`src/hw/rim_pkg.sv`:
```
// Constants, register map and helper functions for the red input monitor and key check
// Operation
// - Key is read only, never written
// - Key data checked with 16-bit HDLC FCS
// - Failed key read latches a diagnostic fault
// - Key pins unpowered unless interlock switch closed
// - Sixteen independent red channel inputs classified
// - Red active above 70, inactive below 50
// - Gate input uses same 70/50 thresholds
// - Red, dual, sequence monitoring need active gate
// - Either preemption input suppresses red fail only
// - Preemption inputs use same 70/50 thresholds
// - Key option inverts preemption input one
// - Without red cable, run as basic monitor
// - Key fault drops relay, needs reset to exit
package rim_pkg;

  // Input levels and thresholds, in whole volts RMS
  localparam int          RMS_W       = 8;
  localparam logic [7:0]  RMS_ON_V    = 8'h46;  // 70 Vrms
  localparam logic [7:0]  RMS_OFF_V   = 8'h32;  // 50 Vrms
  localparam int          RED_CH      = 16;

  // Clock and key timing
  localparam int          CLK_HZ       = 40_000_000;
  localparam int          SETTLE_US    = 1000;                     // Power settle after seating
  localparam int          SETTLE_CYC   = SETTLE_US * (CLK_HZ / 1_000_000);
  localparam int          SCK_HALF_NS  = 500;                      // Key clock half period
  localparam int          SCK_HALF_CYC = (SCK_HALF_NS * (CLK_HZ / 1_000_000)) / 1000;

  // Key transaction layout
  localparam logic [7:0]  KEY_OP_READ  = 8'h03;   // The only opcode ever sent
  localparam int          KEY_BYTES    = 512;
  localparam int          CMD_BITS     = 24;
  localparam int          TOTAL_BITS   = CMD_BITS + KEY_BYTES * 8;
  localparam int          BITCNT_W     = 13;
  localparam logic [12:0] CMD_BITS_C   = 13'h0018;
  localparam logic [12:0] LAST_BIT_C   = 13'h1017;  // TOTAL_BITS - 1
  localparam logic [8:0]  OPT_BYTE_IDX = 9'h000;    // Option byte position in key
  localparam int          OPT_INV_PRE1 = 0;         // Invert preemption one

  // Frame check sequence
  localparam logic [15:0] FCS_INIT    = 16'hffff;
  localparam logic [15:0] FCS_POLY    = 16'h8408;
  localparam logic [15:0] FCS_GOOD    = 16'hf0b8;

  // Register byte offsets
  localparam logic [4:0]  REG_CTRL     = 5'h00;
  localparam logic [4:0]  REG_STATUS   = 5'h04;
  localparam logic [4:0]  REG_RED      = 5'h08;
  localparam logic [4:0]  REG_IRQ_STAT = 5'h0c;
  localparam logic [4:0]  REG_IRQ_CLR  = 5'h10;
  localparam logic [4:0]  REG_IRQ_EN   = 5'h14;
  localparam logic [4:0]  REG_KEY_FCS  = 5'h18;

  // Control bits
  localparam int          CTRL_RESET   = 0;   // Write 1: monitor reset command
  // Interrupt event bits
  localparam int          IRQ_W        = 4;
  localparam int          EV_KEY_OK    = 0;
  localparam int          EV_KEY_FAULT = 1;
  localparam int          EV_DIAG      = 2;
  localparam int          EV_GATE      = 3;

  // Key supervision states
  typedef enum logic [1:0] {
    RIM_KEY_OFF  = 2'b00,
    RIM_KEY_READ = 2'b01,
    RIM_KEY_OK   = 2'b10,
    RIM_KEY_BAD  = 2'b11
  } rim_key_st_t;

  // Threshold classifier with hysteresis; inv swaps the active sense
  function automatic logic rim_classify(input logic prev, input logic [7:0] rms,
                                        input logic inv);
    if (rms > RMS_ON_V) begin
      return ~inv;
    end else if (rms < RMS_OFF_V) begin
      return inv;
    end
    return prev;
  endfunction

  // One byte into the HDLC FCS, least significant bit first
  function automatic logic [15:0] rim_fcs_byte(input logic [15:0] crc, input logic [7:0] b);
    logic [15:0] c;
    c = crc;
    for (int i = 0; i < 8; i++) begin
      if (c[0] ^ b[i]) begin
        c = (c >> 1) ^ FCS_POLY;
      end else begin
        c = c >> 1;
      end
    end
    return c;
  endfunction

endpackage

```
`src/hw/rim_key_if.sv`:
```
// Carrier between key supervisor and key reader
`timescale 1ns/100ps
`default_nettype none
interface rim_key_if;
  logic        start;    // Pulse: begin one full key read
  logic        powered;  // Key socket powered
  logic        busy;     // Read in progress
  logic        done;     // Pulse: read finished
  logic        ok;       // With done: FCS matched
  logic [7:0]  opt;      // Captured option byte
  logic [15:0] fcs;      // Final FCS register value

  modport ctl (output start, output powered, input busy, input done, input ok,
               input opt, input fcs);
  modport rdr (input start, input powered, output busy, output done, output ok,
               output opt, output fcs);
endinterface
`default_nettype wire

```
`src/hw/rim_monitor.sv`:
```
// Red input qualification, monitoring gates and key supervision with Wishbone registers
`timescale 1ns/100ps
`default_nettype none
module rim_monitor #(
  parameter int KEY_SETTLE = rim_pkg::SETTLE_CYC
) (
  // Clock and reset
  input  wire logic                            clk_i,
  input  wire logic                            rst_i,
  // Wishbone slave
  input  wire logic                            wb_cyc_i,
  input  wire logic                            wb_stb_i,
  input  wire logic                            wb_we_i,
  input  wire logic [4:0]                      wb_adr_i,
  input  wire logic [3:0]                      wb_sel_i,
  input  wire logic [31:0]                     wb_dat_i,
  output logic [31:0]                          wb_dat_o,
  output logic                                 wb_ack_o,
  output logic                                 irq_o,
  // Measured field levels, volts RMS
  input  wire logic [rim_pkg::RED_CH*8-1:0]    red_rms_i,
  input  wire logic [7:0]                      gate_rms_i,
  input  wire logic [15:0]                     pre_rms_i,
  input  wire logic                            red_input_cable_i,
  input  wire logic                            ext_reset_i,
  // Key socket
  input  wire logic                            key_power_interlock_switch_i,
  output logic                                 key_pwr_o,
  output logic                                 key_sck_o,
  output logic                                 key_cs_n_o,
  output logic                                 key_mosi_o,
  input  wire logic                            key_miso_i,
  // Classifications and monitoring enables
  output logic [rim_pkg::RED_CH-1:0]           red_active_o,
  output logic                                 gate_active_o,
  output logic [1:0]                           pre_active_o,
  output logic                                 red_fail_en_o,
  output logic                                 dual_en_o,
  output logic                                 seq_en_o,
  // Fault outputs
  output logic                                 relay_energize_o,
  output logic                                 stop_time_o,
  output logic                                 key_fault_o,
  output logic                                 diag_fault_o
);
  import rim_pkg::*;

  rim_key_if   kif ();
  rim_key_st_t key_st;           // Key supervision state
  logic        pwr;              // Socket power request
  logic        inv_pre1;         // Key option: invert preemption one
  logic        ext_d;            // Previous external reset level
  logic [IRQ_W-1:0] irq_stat;    // Sticky events
  logic [IRQ_W-1:0] irq_en;      // Event enables

  // Bus decode
  wire          wb_req  = wb_cyc_i & wb_stb_i & ~wb_ack_o;
  wire          wr_ok   = wb_req & wb_we_i & wb_sel_i[0];
  wire          wr_ctrl = wr_ok & (wb_adr_i == REG_CTRL);
  wire          wr_clr  = wr_ok & (wb_adr_i == REG_IRQ_CLR);
  wire          wr_en   = wr_ok & (wb_adr_i == REG_IRQ_EN);

  // One-shot reset command: held switch only counts once
  wire          rst_cmd = (ext_reset_i & ~ext_d) | (wr_ctrl & wb_dat_i[CTRL_RESET]);
  wire          seated  = key_power_interlock_switch_i;

  // Monitoring gate terms
  wire          pre_any   = |pre_active_o;
  wire          red_path  = red_input_cable_i & gate_active_o;

  // Events feeding sticky status
  wire          fail_ev   = kif.done & ~kif.ok;
  wire [IRQ_W-1:0] ev;
  assign ev[EV_KEY_OK]    = kif.done & kif.ok;
  assign ev[EV_KEY_FAULT] = (key_st == RIM_KEY_OK) & ~seated | fail_ev;
  assign ev[EV_DIAG]      = fail_ev & ~diag_fault_o;
  assign ev[EV_GATE]      = gate_active_o != rim_classify(gate_active_o, gate_rms_i, 1'b0);

  // Status word
  wire [31:0] status_w = {24'h000000, inv_pre1, red_input_cable_i, pre_active_o,
                          gate_active_o, diag_fault_o, key_fault_o, key_st == RIM_KEY_OK};

  // Read data select; unmapped offsets read zero
  wire [31:0] rd_mux =
      (wb_adr_i == REG_STATUS)   ? status_w :
      (wb_adr_i == REG_RED)      ? {16'h0000, red_active_o} :
      (wb_adr_i == REG_IRQ_STAT) ? {28'h0000000, irq_stat} :
      (wb_adr_i == REG_IRQ_EN)   ? {28'h0000000, irq_en} :
      (wb_adr_i == REG_KEY_FCS)  ? {16'h0000, kif.fcs} : 32'h00000000;

  assign key_pwr_o   = pwr & seated;
  assign kif.powered = key_pwr_o;
  assign irq_o       = |(irq_stat & irq_en);

  // Bus answer: ack one cycle after request, dropped the next
  always_ff @(posedge clk_i) begin
    if (rst_i) begin
      wb_ack_o <= 1'b0;
      wb_dat_o <= 32'h00000000;
    end else begin
      wb_ack_o <= wb_req;
      wb_dat_o <= wb_req ? rd_mux : wb_dat_o;
    end
  end

  // Interrupt status and enable; a new event beats a clear
  always_ff @(posedge clk_i) begin
    if (rst_i) begin
      irq_stat <= '0;
      irq_en   <= '0;
    end else begin
      irq_stat <= (irq_stat & ~(wr_clr ? wb_dat_i[IRQ_W-1:0] : '0)) | ev;
      if (wr_en) begin
        irq_en <= wb_dat_i[IRQ_W-1:0];
      end
    end
  end

  // Input classification, updated every cycle
  always_ff @(posedge clk_i) begin
    if (rst_i) begin
      red_active_o  <= '0;
      gate_active_o <= 1'b0;
      pre_active_o  <= 2'b00;
    end else begin
      for (int i = 0; i < RED_CH; i++) begin
        red_active_o[i] <= rim_classify(red_active_o[i], red_rms_i[i*8 +: 8], 1'b0);
      end
      gate_active_o   <= rim_classify(gate_active_o, gate_rms_i, 1'b0);
      pre_active_o[0] <= rim_classify(pre_active_o[0], pre_rms_i[7:0], inv_pre1);
      pre_active_o[1] <= rim_classify(pre_active_o[1], pre_rms_i[15:8], 1'b0);
    end
  end

  // Monitoring enables
  always_ff @(posedge clk_i) begin
    if (rst_i) begin
      red_fail_en_o <= 1'b0;
      dual_en_o     <= 1'b0;
      seq_en_o      <= 1'b0;
    end else begin
      red_fail_en_o <= red_path & ~pre_any;
      dual_en_o     <= red_path;
      seq_en_o      <= red_path;
    end
  end

  // Key supervision: power, read, fault latch and reset exit
  always_ff @(posedge clk_i) begin
    kif.start <= 1'b0;
    if (rst_i) begin
      key_st       <= RIM_KEY_OFF;
      pwr          <= 1'b0;
      inv_pre1     <= 1'b0;
      ext_d        <= 1'b0;
      key_fault_o  <= 1'b1;
      diag_fault_o <= 1'b0;
    end else begin
      ext_d <= ext_reset_i;
      if (fail_ev) begin
        diag_fault_o <= 1'b1;
      end
      unique case (key_st)
        RIM_KEY_OFF: begin
          pwr <= 1'b0;
          if (seated) begin
            pwr       <= 1'b1;
            kif.start <= 1'b1;
            key_st    <= RIM_KEY_READ;
          end
        end
        RIM_KEY_READ: begin
          if (kif.done) begin
            key_st   <= kif.ok ? RIM_KEY_OK : RIM_KEY_BAD;
            inv_pre1 <= kif.ok & kif.opt[OPT_INV_PRE1];
          end else if (!seated) begin
            key_st <= RIM_KEY_OFF;
          end
        end
        RIM_KEY_OK: begin
          if (!seated) begin
            key_fault_o <= 1'b1;
            key_st      <= RIM_KEY_OFF;
          end else if (rst_cmd) begin
            key_fault_o <= 1'b0;
          end
        end
        RIM_KEY_BAD: begin
          key_fault_o <= 1'b1;
          if (!seated) begin
            key_st <= RIM_KEY_OFF;
          end
        end
      endcase
      if (!seated) begin
        pwr <= 1'b0;
      end
    end
  end

  // fault drops relay and asserts stop time
  assign relay_energize_o = ~key_fault_o & ~diag_fault_o;
  assign stop_time_o      = ~relay_energize_o;

  // Key reader
  rim_key_reader #(
    .SETTLE (KEY_SETTLE)
  ) u_reader (
    .clk_i      (clk_i),
    .rst_i      (rst_i),
    .kif        (kif.rdr),
    .key_sck_o  (key_sck_o),
    .key_cs_n_o (key_cs_n_o),
    .key_mosi_o (key_mosi_o),
    .key_miso_i (key_miso_i)
  );
endmodule
`default_nettype wire

```
`src/hw/rim_key_reader.sv`:
```
// Serial key reader: read-only command, bit shifting and FCS check
`timescale 1ns/100ps
`default_nettype none
module rim_key_reader #(
  parameter int SETTLE = rim_pkg::SETTLE_CYC
) (
  // Clock and reset
  input  wire logic clk_i,
  input  wire logic rst_i,
  // Supervisor side
  rim_key_if.rdr    kif,
  // Key pins
  output logic      key_sck_o,
  output logic      key_cs_n_o,
  output logic      key_mosi_o,
  input  wire logic key_miso_i
);
  import rim_pkg::*;

  logic [15:0]         settle;     // Power settle counter
  logic                running;    // Shifting in progress
  logic [7:0]          half;       // Key clock phase counter
  logic [BITCNT_W-1:0] bitcnt;     // Bits done in frame
  logic [23:0]         cmd_sh;     // Outgoing command
  logic [7:0]          rx;         // Incoming byte
  logic [15:0]         crc;        // Running FCS

  // Decodes for clock edges and byte completion
  wire        half_end  = (half == 8'(SCK_HALF_CYC - 1));
  wire        rise      = running & half_end & ~key_sck_o;
  wire        fall      = running & half_end & key_sck_o;
  wire        data_bit  = (bitcnt >= CMD_BITS_C);
  wire [12:0] data_idx  = bitcnt - CMD_BITS_C;
  wire [7:0]  rx_next   = {rx[6:0], key_miso_i};
  wire        byte_end  = rise & data_bit & (data_idx[2:0] == 3'h7);
  wire        last_fall = fall & (bitcnt == LAST_BIT_C);

  assign kif.busy = running | (settle != 16'h0000);

  // Settle wait after a start request
  always_ff @(posedge clk_i) begin
    if (rst_i || !kif.powered) begin
      settle <= 16'h0000;
    end else if (kif.start) begin
      settle <= 16'(SETTLE);
    end else if (settle != 16'h0000) begin
      settle <= settle - 16'h0001;
    end
  end

  // Frame engine; a power loss aborts the frame and reports failure
  always_ff @(posedge clk_i) begin
    kif.done <= 1'b0;
    if (rst_i) begin
      running    <= 1'b0;
      half       <= 8'h00;
      bitcnt     <= '0;
      key_sck_o  <= 1'b0;
      key_cs_n_o <= 1'b0;
      key_mosi_o <= 1'b0;
      cmd_sh     <= 24'h000000;
      rx         <= 8'h00;
      crc        <= FCS_INIT;
      kif.ok     <= 1'b0;
      kif.opt    <= 8'h00;
      kif.fcs    <= 16'h0000;
    end else if (!kif.powered) begin
      if (running) begin
        kif.done <= 1'b1;
        kif.ok   <= 1'b0;
      end
      running    <= 1'b0;
      key_sck_o  <= 1'b0;
      key_cs_n_o <= 1'b0;
      key_mosi_o <= 1'b0;
    end else if (settle == 16'h0001) begin
      running    <= 1'b1;
      half       <= 8'h00;
      bitcnt     <= '0;
      key_cs_n_o <= 1'b0;
      key_sck_o  <= 1'b0;
      cmd_sh     <= {KEY_OP_READ, 16'h0000};
      key_mosi_o <= KEY_OP_READ[7];
      crc        <= FCS_INIT;
    end else if (running) begin
      half <= half_end ? 8'h00 : half + 8'h01;
      if (half_end) begin
        key_sck_o <= ~key_sck_o;
      end
      if (byte_end) begin
        crc <= rim_fcs_byte(crc, rx_next);
        if (data_idx[11:3] == OPT_BYTE_IDX) begin
          kif.opt <= rx_next;
        end
      end
      if (rise && data_bit) begin
        rx <= rx_next;
      end
      if (last_fall) begin
        running    <= 1'b0;
        key_cs_n_o <= 1'b1;
        kif.done   <= 1'b1;
        kif.ok     <= (crc == FCS_GOOD);
        kif.fcs    <= crc;
      end else if (fall) begin
        bitcnt     <= bitcnt + 13'h0001;
        cmd_sh     <= {cmd_sh[22:0], 1'b0};
        key_mosi_o <= cmd_sh[22];
      end
    end else begin
      key_cs_n_o <= 1'b1;
    end
  end
endmodule
`default_nettype wire

```
`config.mk`:
```
export PLATFORM = sky130hd
export DESIGN_NAME = rim_monitor
export DESIGN_NICKNAME = d
export VERILOG_FILES = /design/src/hw/rim_pkg.sv /design/src/hw/rim_key_if.sv /design/src/hw/rim_monitor.sv /design/src/hw/rim_key_reader.sv
export SDC_FILE = /design/constraint.sdc
export NUM_CORES = 1
export LEC_CHECK = 0
export ABC_AREA = 1
export BUFFER_PORTS_ARGS = -buffer_cell sky130_fd_sc_hd__buf_2
export CAP_MARGIN = 20
export CORE_MARGIN = 2
export CORE_UTILIZATION = 46
export DETAILED_ROUTE_END_ITERATION = 16
export HOLD_SLACK_MARGIN = 0.12
export PLACE_DENSITY = 0.77
export SKIP_CTS_REPAIR_TIMING = 1
export SLEW_MARGIN = 10
export SYNTH_ARGS = -nofsm -noshare
export SYNTH_HDL_FRONTEND = slang
export SYNTH_SLANG_ARGS = --single-unit
```
`constraint.sdc`:
```
create_clock -name clk_i -period 1.76 [get_ports clk_i]
set_input_delay 0.088 -clock clk_i [delete_from_list [all_inputs] [get_ports clk_i]]
set_output_delay 0.088 -clock clk_i [all_outputs]
set_load 0.01 [all_outputs]
```
==> impl_results.md, run 1 <==
* CORE AREA at 16600 µm²
* DP Area at 9380 µm²
* Initial antenna violation count at 0
* Ys async rst share at 0
* Final Wtd Congestion at 0.859
* Outcome: finished, final reports clean
* Arr. time, crit path at 2.11 ns
* Hold crit path type: in -> reg
* Die Height at 134 µm
* Fin. max-slew vios at 0
* Root Buffer: clkbuf_16
* DR vias/cell at 5.11
* F_max at 572 MHz
* Io pins at 266
* Post-synth top flop: dfxtp_1
* Leakage power at 5.24 nW
* Cells after Synth at 1220
* # port buffers at 218
* Crit path launch type: register
* Setup violators final at 0
* Post-synth top area cell: dfxtp_1
* Design area at around 11000 µm²
* Netlist cell types at 38
* Req. time, crit path at 2.12 ns
* Yosys top cell area share at 0.369
* Final period utilization at 0.994
* Synthesized cell area at approximately 7800 µm²
* WHS at 0.0753 ns
* Post-Route WL at 23700 µm
* Pwr/cell area at 737 nW/µm²
* Setup TNS at 0 ns
* Initial Util at 0.471
* Dpl hpwl at around 16000 µm
* First-pass DRT Iterations at 5
* Setup ws final at 0.0109 ns
* H-tree depth at 4
* CP max stage cell: dfxtp_1
* Antenna Nets Post-Route at 0
* Max Cap Viol at 0
* Commonest cells after routing, fill and taps aside: 257 x nand2_1, 218 x buf_2, 171 x nor2_1
* First-pass GRT wire length at 35400 µm
* Hold path cells at 5
* Hold Fails Final Rpt at 0
* Slowest stage delay, CP at 0.33 ns
* Final min period at 1.75 ns
* Most common cell after layout, fill and taps aside: nand2_1
* Crit path cell chain: inv_1 > nand2_2 > nor2_4 > nand2_2 > nor2_4 > nand3_2 > buf_4 > a21oi_4 > clkbuf_16 > nand2_1 > nand3_1
* Syn_area_per_cell at 6.41 µm²
* Syn. warnings at 0
* Layout Skew at approximately 0.012 ns
* Num rows at between 40 and 50
* Antenna fix cells at 0
* VDD IR-drop max at 0.000680 V
* Final #Nets at 1746
* Critical path type: reg -> reg
* Post-synthesis mux area share at 0
* Starting DRT DRC Count at 600
* Cts bufs inserted at 17
* Clk buf depth at 2
* Drt wl/cell at 13.4 µm
* Clock transition at the registers of the reported paths at 0.06 ns
* Post-Synth Simple-Gate Area at 0.363
* # DRC at 0
* #FFs+latches synth at 144
* Clk_lat worst skew at 0.43 ns
* Gr usage total at 0.237
* RSZ-0062 raised after global routing: true
* GR Overflow Total at 0
* Vias in the first global route at 7970
* Area contributors post-synth: dfxtp_1 37%, nand2_1 13%, nor2_1 8.9%
* Register area share after synthesis at 0.369
* DR vias at 9053
* Synth Area in XOR/XNOR at 0.0202
* Cells on worst reg2reg path at 11
* Area growth, synth to finish at 37.9%
* Fraction of layout cells with a size suffix above 1 at 0.250
* Largest family of logic cells by synthesized area: simple AND/OR/NAND/NOR gates
* Largest net degree at the start of global routing at 42
* DP Worst Slack at -0.0856 ns
* Die ar. at roughly 18000 µm²
* Synth Area in Compound Gates at 0.127
* Clock tree from TritonCTS: yes
* CP Capture Type: register
* Top fanout value on the critical path at 7
* Post-synthesis adder-cell area fraction at 0.0112
* EDFF count, synth at 0
* Die extent in x at 134 µm
* CTS Sinks at about 140
==> area by class of cell <==
class / count / area (µm²)
Clock buffer: 19 / 453
Timing Repair Buffer: 332 / 2130
Clock inverter: 13 / 138
Fill cell: 1429 / 5800
Tap cell: 220 / 275
Multi-Input combinational cell: 893 / 4320
Sequential cell: 144 / 2900
Inverter: 149 / 567
==> final timing paths <==
kind	start	endpoint	slack, ns
worst max-delay path	u_reader.half[5]	u_reader.crc[0]	0.01
worst min register to register	wb_dat_o[15]	wb_dat_o[15]	0.47
worst min-delay path	red_rms_i[126]	red_active_o[15]	0.08
worst max register to register	u_reader.half[5]	u_reader.crc[0]	0.01
==> synthesized netlist by cell type, types with 8 or more instances <==
master	instances
clkbuf_1	19
dfxtp_1	144
xor2_1	8
nand4_1	11
xnor2_1	10
o21ai_0	70
nand3_1	128
nor2_1	185
inv_1	146
nor3_1	46
nand2_1	269
buf_4	21
a21oi_1	91
==> metrics by stage <==
step,util,instances,total power [W]
CTS,0.601,1710,0.00784
finish,0.650,1770,0.00795
detailed placement,0.566,1678,0.00430
floorplan,-,1235,0.00392
global route,0.650,1770,0.00825
global placement,0.566,1678,0.00428
==> registers in the layout, indices dropped and copies added (netlist names), 2 cells and up <==
signal            cells
key_st                2
red_active_o         16
u_reader.half         8
u_reader.settle      16
u_reader.crc         16
irq_en                4
irq_stat              4
u_reader.rx           7
pre_active_o          2
u_reader.cmd_sh       7
wb_dat_o             16
u_reader.kif.fcs     16
u_reader.bitcnt      13
==> per-layer routing <==
layer	vias up	part of all wire	track usage
met5	-	0	0
met4	0	0.020	0.0860
met3	47	0.056	0.0491
met2	286	0.50	0.399
met1	4166	0.42	0.300
li1	4554	-	-
==> cell families (layout without fill, tap and decap cells) <==
| logic type | Yosys count | in the layout |
|---|---|---|
| buf+inv | 199 | 513 |
| xor+xnor | 18 | 18 |
| compound gates | 184 | 184 |
| fa+ha+maj | 7 | 7 |
| flops | 144 | 144 |
| other cells | 1 | 16 |
| simple gates | 667 | 668 |
==> power by group <==
part | internal (W) | switching [W]
clock | 0.00216 | 0.00142
combinational | 0.000455 | 0.000530
sequential | 0.00333 | 0.0000591
total | 0.00594 | 0.00201
==> worst max-delay path: cells and delay by family (launching register included) <==
| family | cells | cell delay [ns] |
|---|---|---|
| and+or+nand+nor | 7 | 0.64 |
| DFF | 1 | 0.33 |
| buffers and inverters | 3 | 0.47 |
| AOI/OAI and AO/OA | 1 | 0.23 |
(Power assumes the default switching activity.)
==> run 2: changes to the inputs <==
--- a/config.mk
+++ b/config.mk
@@ -9,10 +9,10 @@
 export BUFFER_PORTS_ARGS = -buffer_cell sky130_fd_sc_hd__buf_2
 export CAP_MARGIN = 20
 export CORE_MARGIN = 2
-export CORE_UTILIZATION = 46
+export CORE_UTILIZATION = 45
 export DETAILED_ROUTE_END_ITERATION = 16
 export HOLD_SLACK_MARGIN = 0.12
-export PLACE_DENSITY = 0.77
+export PLACE_DENSITY = 0.76
 export SKIP_CTS_REPAIR_TIMING = 1
 export SLEW_MARGIN = 10
 export SYNTH_ARGS = -nofsm -noshare
==> run 2 against run 1 <==
Against the previous run:
- via count decreased by 0.80%
- non-clock buffer count decreased by 7
- worst setup slack improved by 0.0096 ns
- total power increased by 1.5%
- final area decreased by 0.59%
- core utilization decreased by 2.4 points
- fmax increased by 0.55%
- sequential cell count unchanged
==> impl_results.md, run 2 (synthesis gave the netlist of run 1 again) <==
* CTS Sinks at around 140
* CP Capture Type: register
* Clk buf depth at 2
* Hold Fails Final Rpt at 0
* Req. time, crit path at 2.13 ns
* VDD IR-drop max at 0.000809 V
* H-tree depth at 4
* Clk_lat worst skew at 0.43 ns
* FF-to-FF End: u_reader.crc[12]
* Post-Place Cells at 1679
* Area growth, synth to finish at 37.1%
* Final period utilization at 0.988
* Cts bufs inserted at 17
* F_max at 575 MHz
* DR vias/cell at 5.08
* RSZ-0062 raised after global routing: true
* Crit path launch type: register
* Most common cell after layout, fill and taps aside: nand2_1
* First-pass GRT wire length at 34400 µm
* Clock transition at the registers of the reported paths at 0.06 ns
* GR Overflow Total at 0
* DP Area at 9360 µm²
* First-pass DRT Iterations at 5
* Die Height at about 140 µm
* Critical path type: reg -> reg
* Worst Hold Path EP: red_active_o[8]
* DR WL met2 at 11300 µm
* Cells on worst reg2reg path at 11
* Vias in the first global route at 7538
* Root Buffer: clkbuf_16
* Initial Util at 0.457
* Final min period at roughly 1.7 ns
* Layout Skew at 0.00580 ns
* Antenna Nets Post-Route at 0
* Leakage power at between 5 and 6 nW
* Post-Route WL at 23200 µm
* Dpl hpwl at 16300 µm
* Final #Nets at 1738
* Gr usage total at 0.231
* Io pins at 266
* Clock tree from TritonCTS: yes
* Outcome: finished, final reports clean
* Met3 WL at about 1500 µm
* DR vias at 8981
* Non-filler cells, final at 1768
* Met1 wire length at approximately 10000 µm
* Pwr/cell area at between 700 and 800 nW/µm²
* CORE AREA at 17100 µm²
* Largest net degree at the start of global routing at 30
* Starting DRT DRC Count at between 600 and 700
* Top fanout value on the critical path at 7
* Final Wtd Congestion at 0.889
* # port buffers at 218
* Fraction of layout cells with a size suffix above 1 at 0.235
* Drt wl/cell at 13.1 µm
* Top layer in use: met4
* Hold path cells at 5
* Fin. max-slew vios at 0
* Setup slack, reg-to-reg at 0.02 ns
* Num rows at 48
* Setup violators final at 0
* Max Cap Viol at 0
* Design area at 10700 µm²
* Arr. time, crit path at 2.11 ns
* # DRC at 0
* Die ar. at 18400 µm²
* Reg2reg start: u_reader.settle[13]
* Die extent in x at roughly 140 µm
* Hold crit path type: in -> reg
* Worst Min Path Start: red_rms_i[70]
* Initial antenna violation count at 0
* Commonest cells after routing, fill and taps aside: 264 x nand2_1, 218 x buf_2, 174 x nor2_1
## run 2: final cells by class
| class | count | area, µm² |
|---|---|---|
| Clock inverter | 13 | 163 |
| Tap cell | 225 | 282 |
| Fill cell | 1477 | 6400 |
| Antenna cell | 1 | 2.50 |
| Timing Repair Buffer | 325 | 2090 |
| Inverter | 149 | 572 |
| Sequential cell | 144 | 2900 |
| Clock buffer | 19 | 443 |
| Multi-Input combinational cell | 892 | 4270 |
## run 2: power breakdown
group / total (W) / switching, W / leakage [nW] / internal (W)
registers: 0.00339 / 0.0000599 / 1.18 / 0.00333
logic: 0.000974 / 0.000524 / 3.71 / 0.000451
clock network: 0.00371 / 0.00144 / 0.289 / 0.00227
## run 2: worst max path at each step
| stage | from | endpoint | slack [ns] | cells after the start |
|---|---|---|---|---|
| floorplan | u_reader.bitcnt[0] | u_reader.kif.fcs[15] | 0.03 | 11 |
| global placement | u_reader.half[1] | u_reader.kif.fcs[1] | 0.02 | 10 |
| detailed placement | u_reader.half[1] | u_reader.kif.fcs[0] | -0.05 | 10 |
| CTS | u_reader.half[1] | u_reader.kif.fcs[3] | -0.18 | 10 |
| global route | u_reader.settle[4] | u_reader.settle[13] | -0.07 | 10 |
| finish | u_reader.settle[13] | u_reader.crc[12] | 0.02 | 11 |
## run 2: metal layers
layer | GRT usage | up-vias
met5 | 0 | -
li1 | - | 4539
met2 | 0.375 | 289
met1 | 0.306 | 4113
met3 | 0.0524 | 40
met4 | 0.0741 | 0
## run 2: critical path, stage by stage (launching register included)
cell       delay, ns
dfxtp_4         0.35
nor2_4          0.12
nand2_2         0.07
nor2_4          0.18
nand2_4         0.11
buf_6           0.14
nand2_1         0.07
nand2_2         0.11
a21oi_4         0.23
clkbuf_16       0.19
nand2_1         0.05
nand3_1         0.06
## run 2: through the flow
step | setup TNS [ns] | setup slack, ns | hold WS [ns] | util | power (W)
4_1_cts | -2.59 | -0.182 | -0.140 | 0.582 | 0.00797
3_5_place_dp | -0.427 | -0.0451 | 0.306 | 0.547 | 0.00430
2_1_floorplan | 0 | 0.0303 | 0.178 | - | 0.00392
3_3_place_gp | 0 | 0.0177 | 0.302 | 0.547 | 0.00428
5_1_grt | -0.877 | -0.0719 | 0.125 | 0.626 | 0.00837
6_report | 0 | 0.0205 | 0.0295 | 0.626 | 0.00807
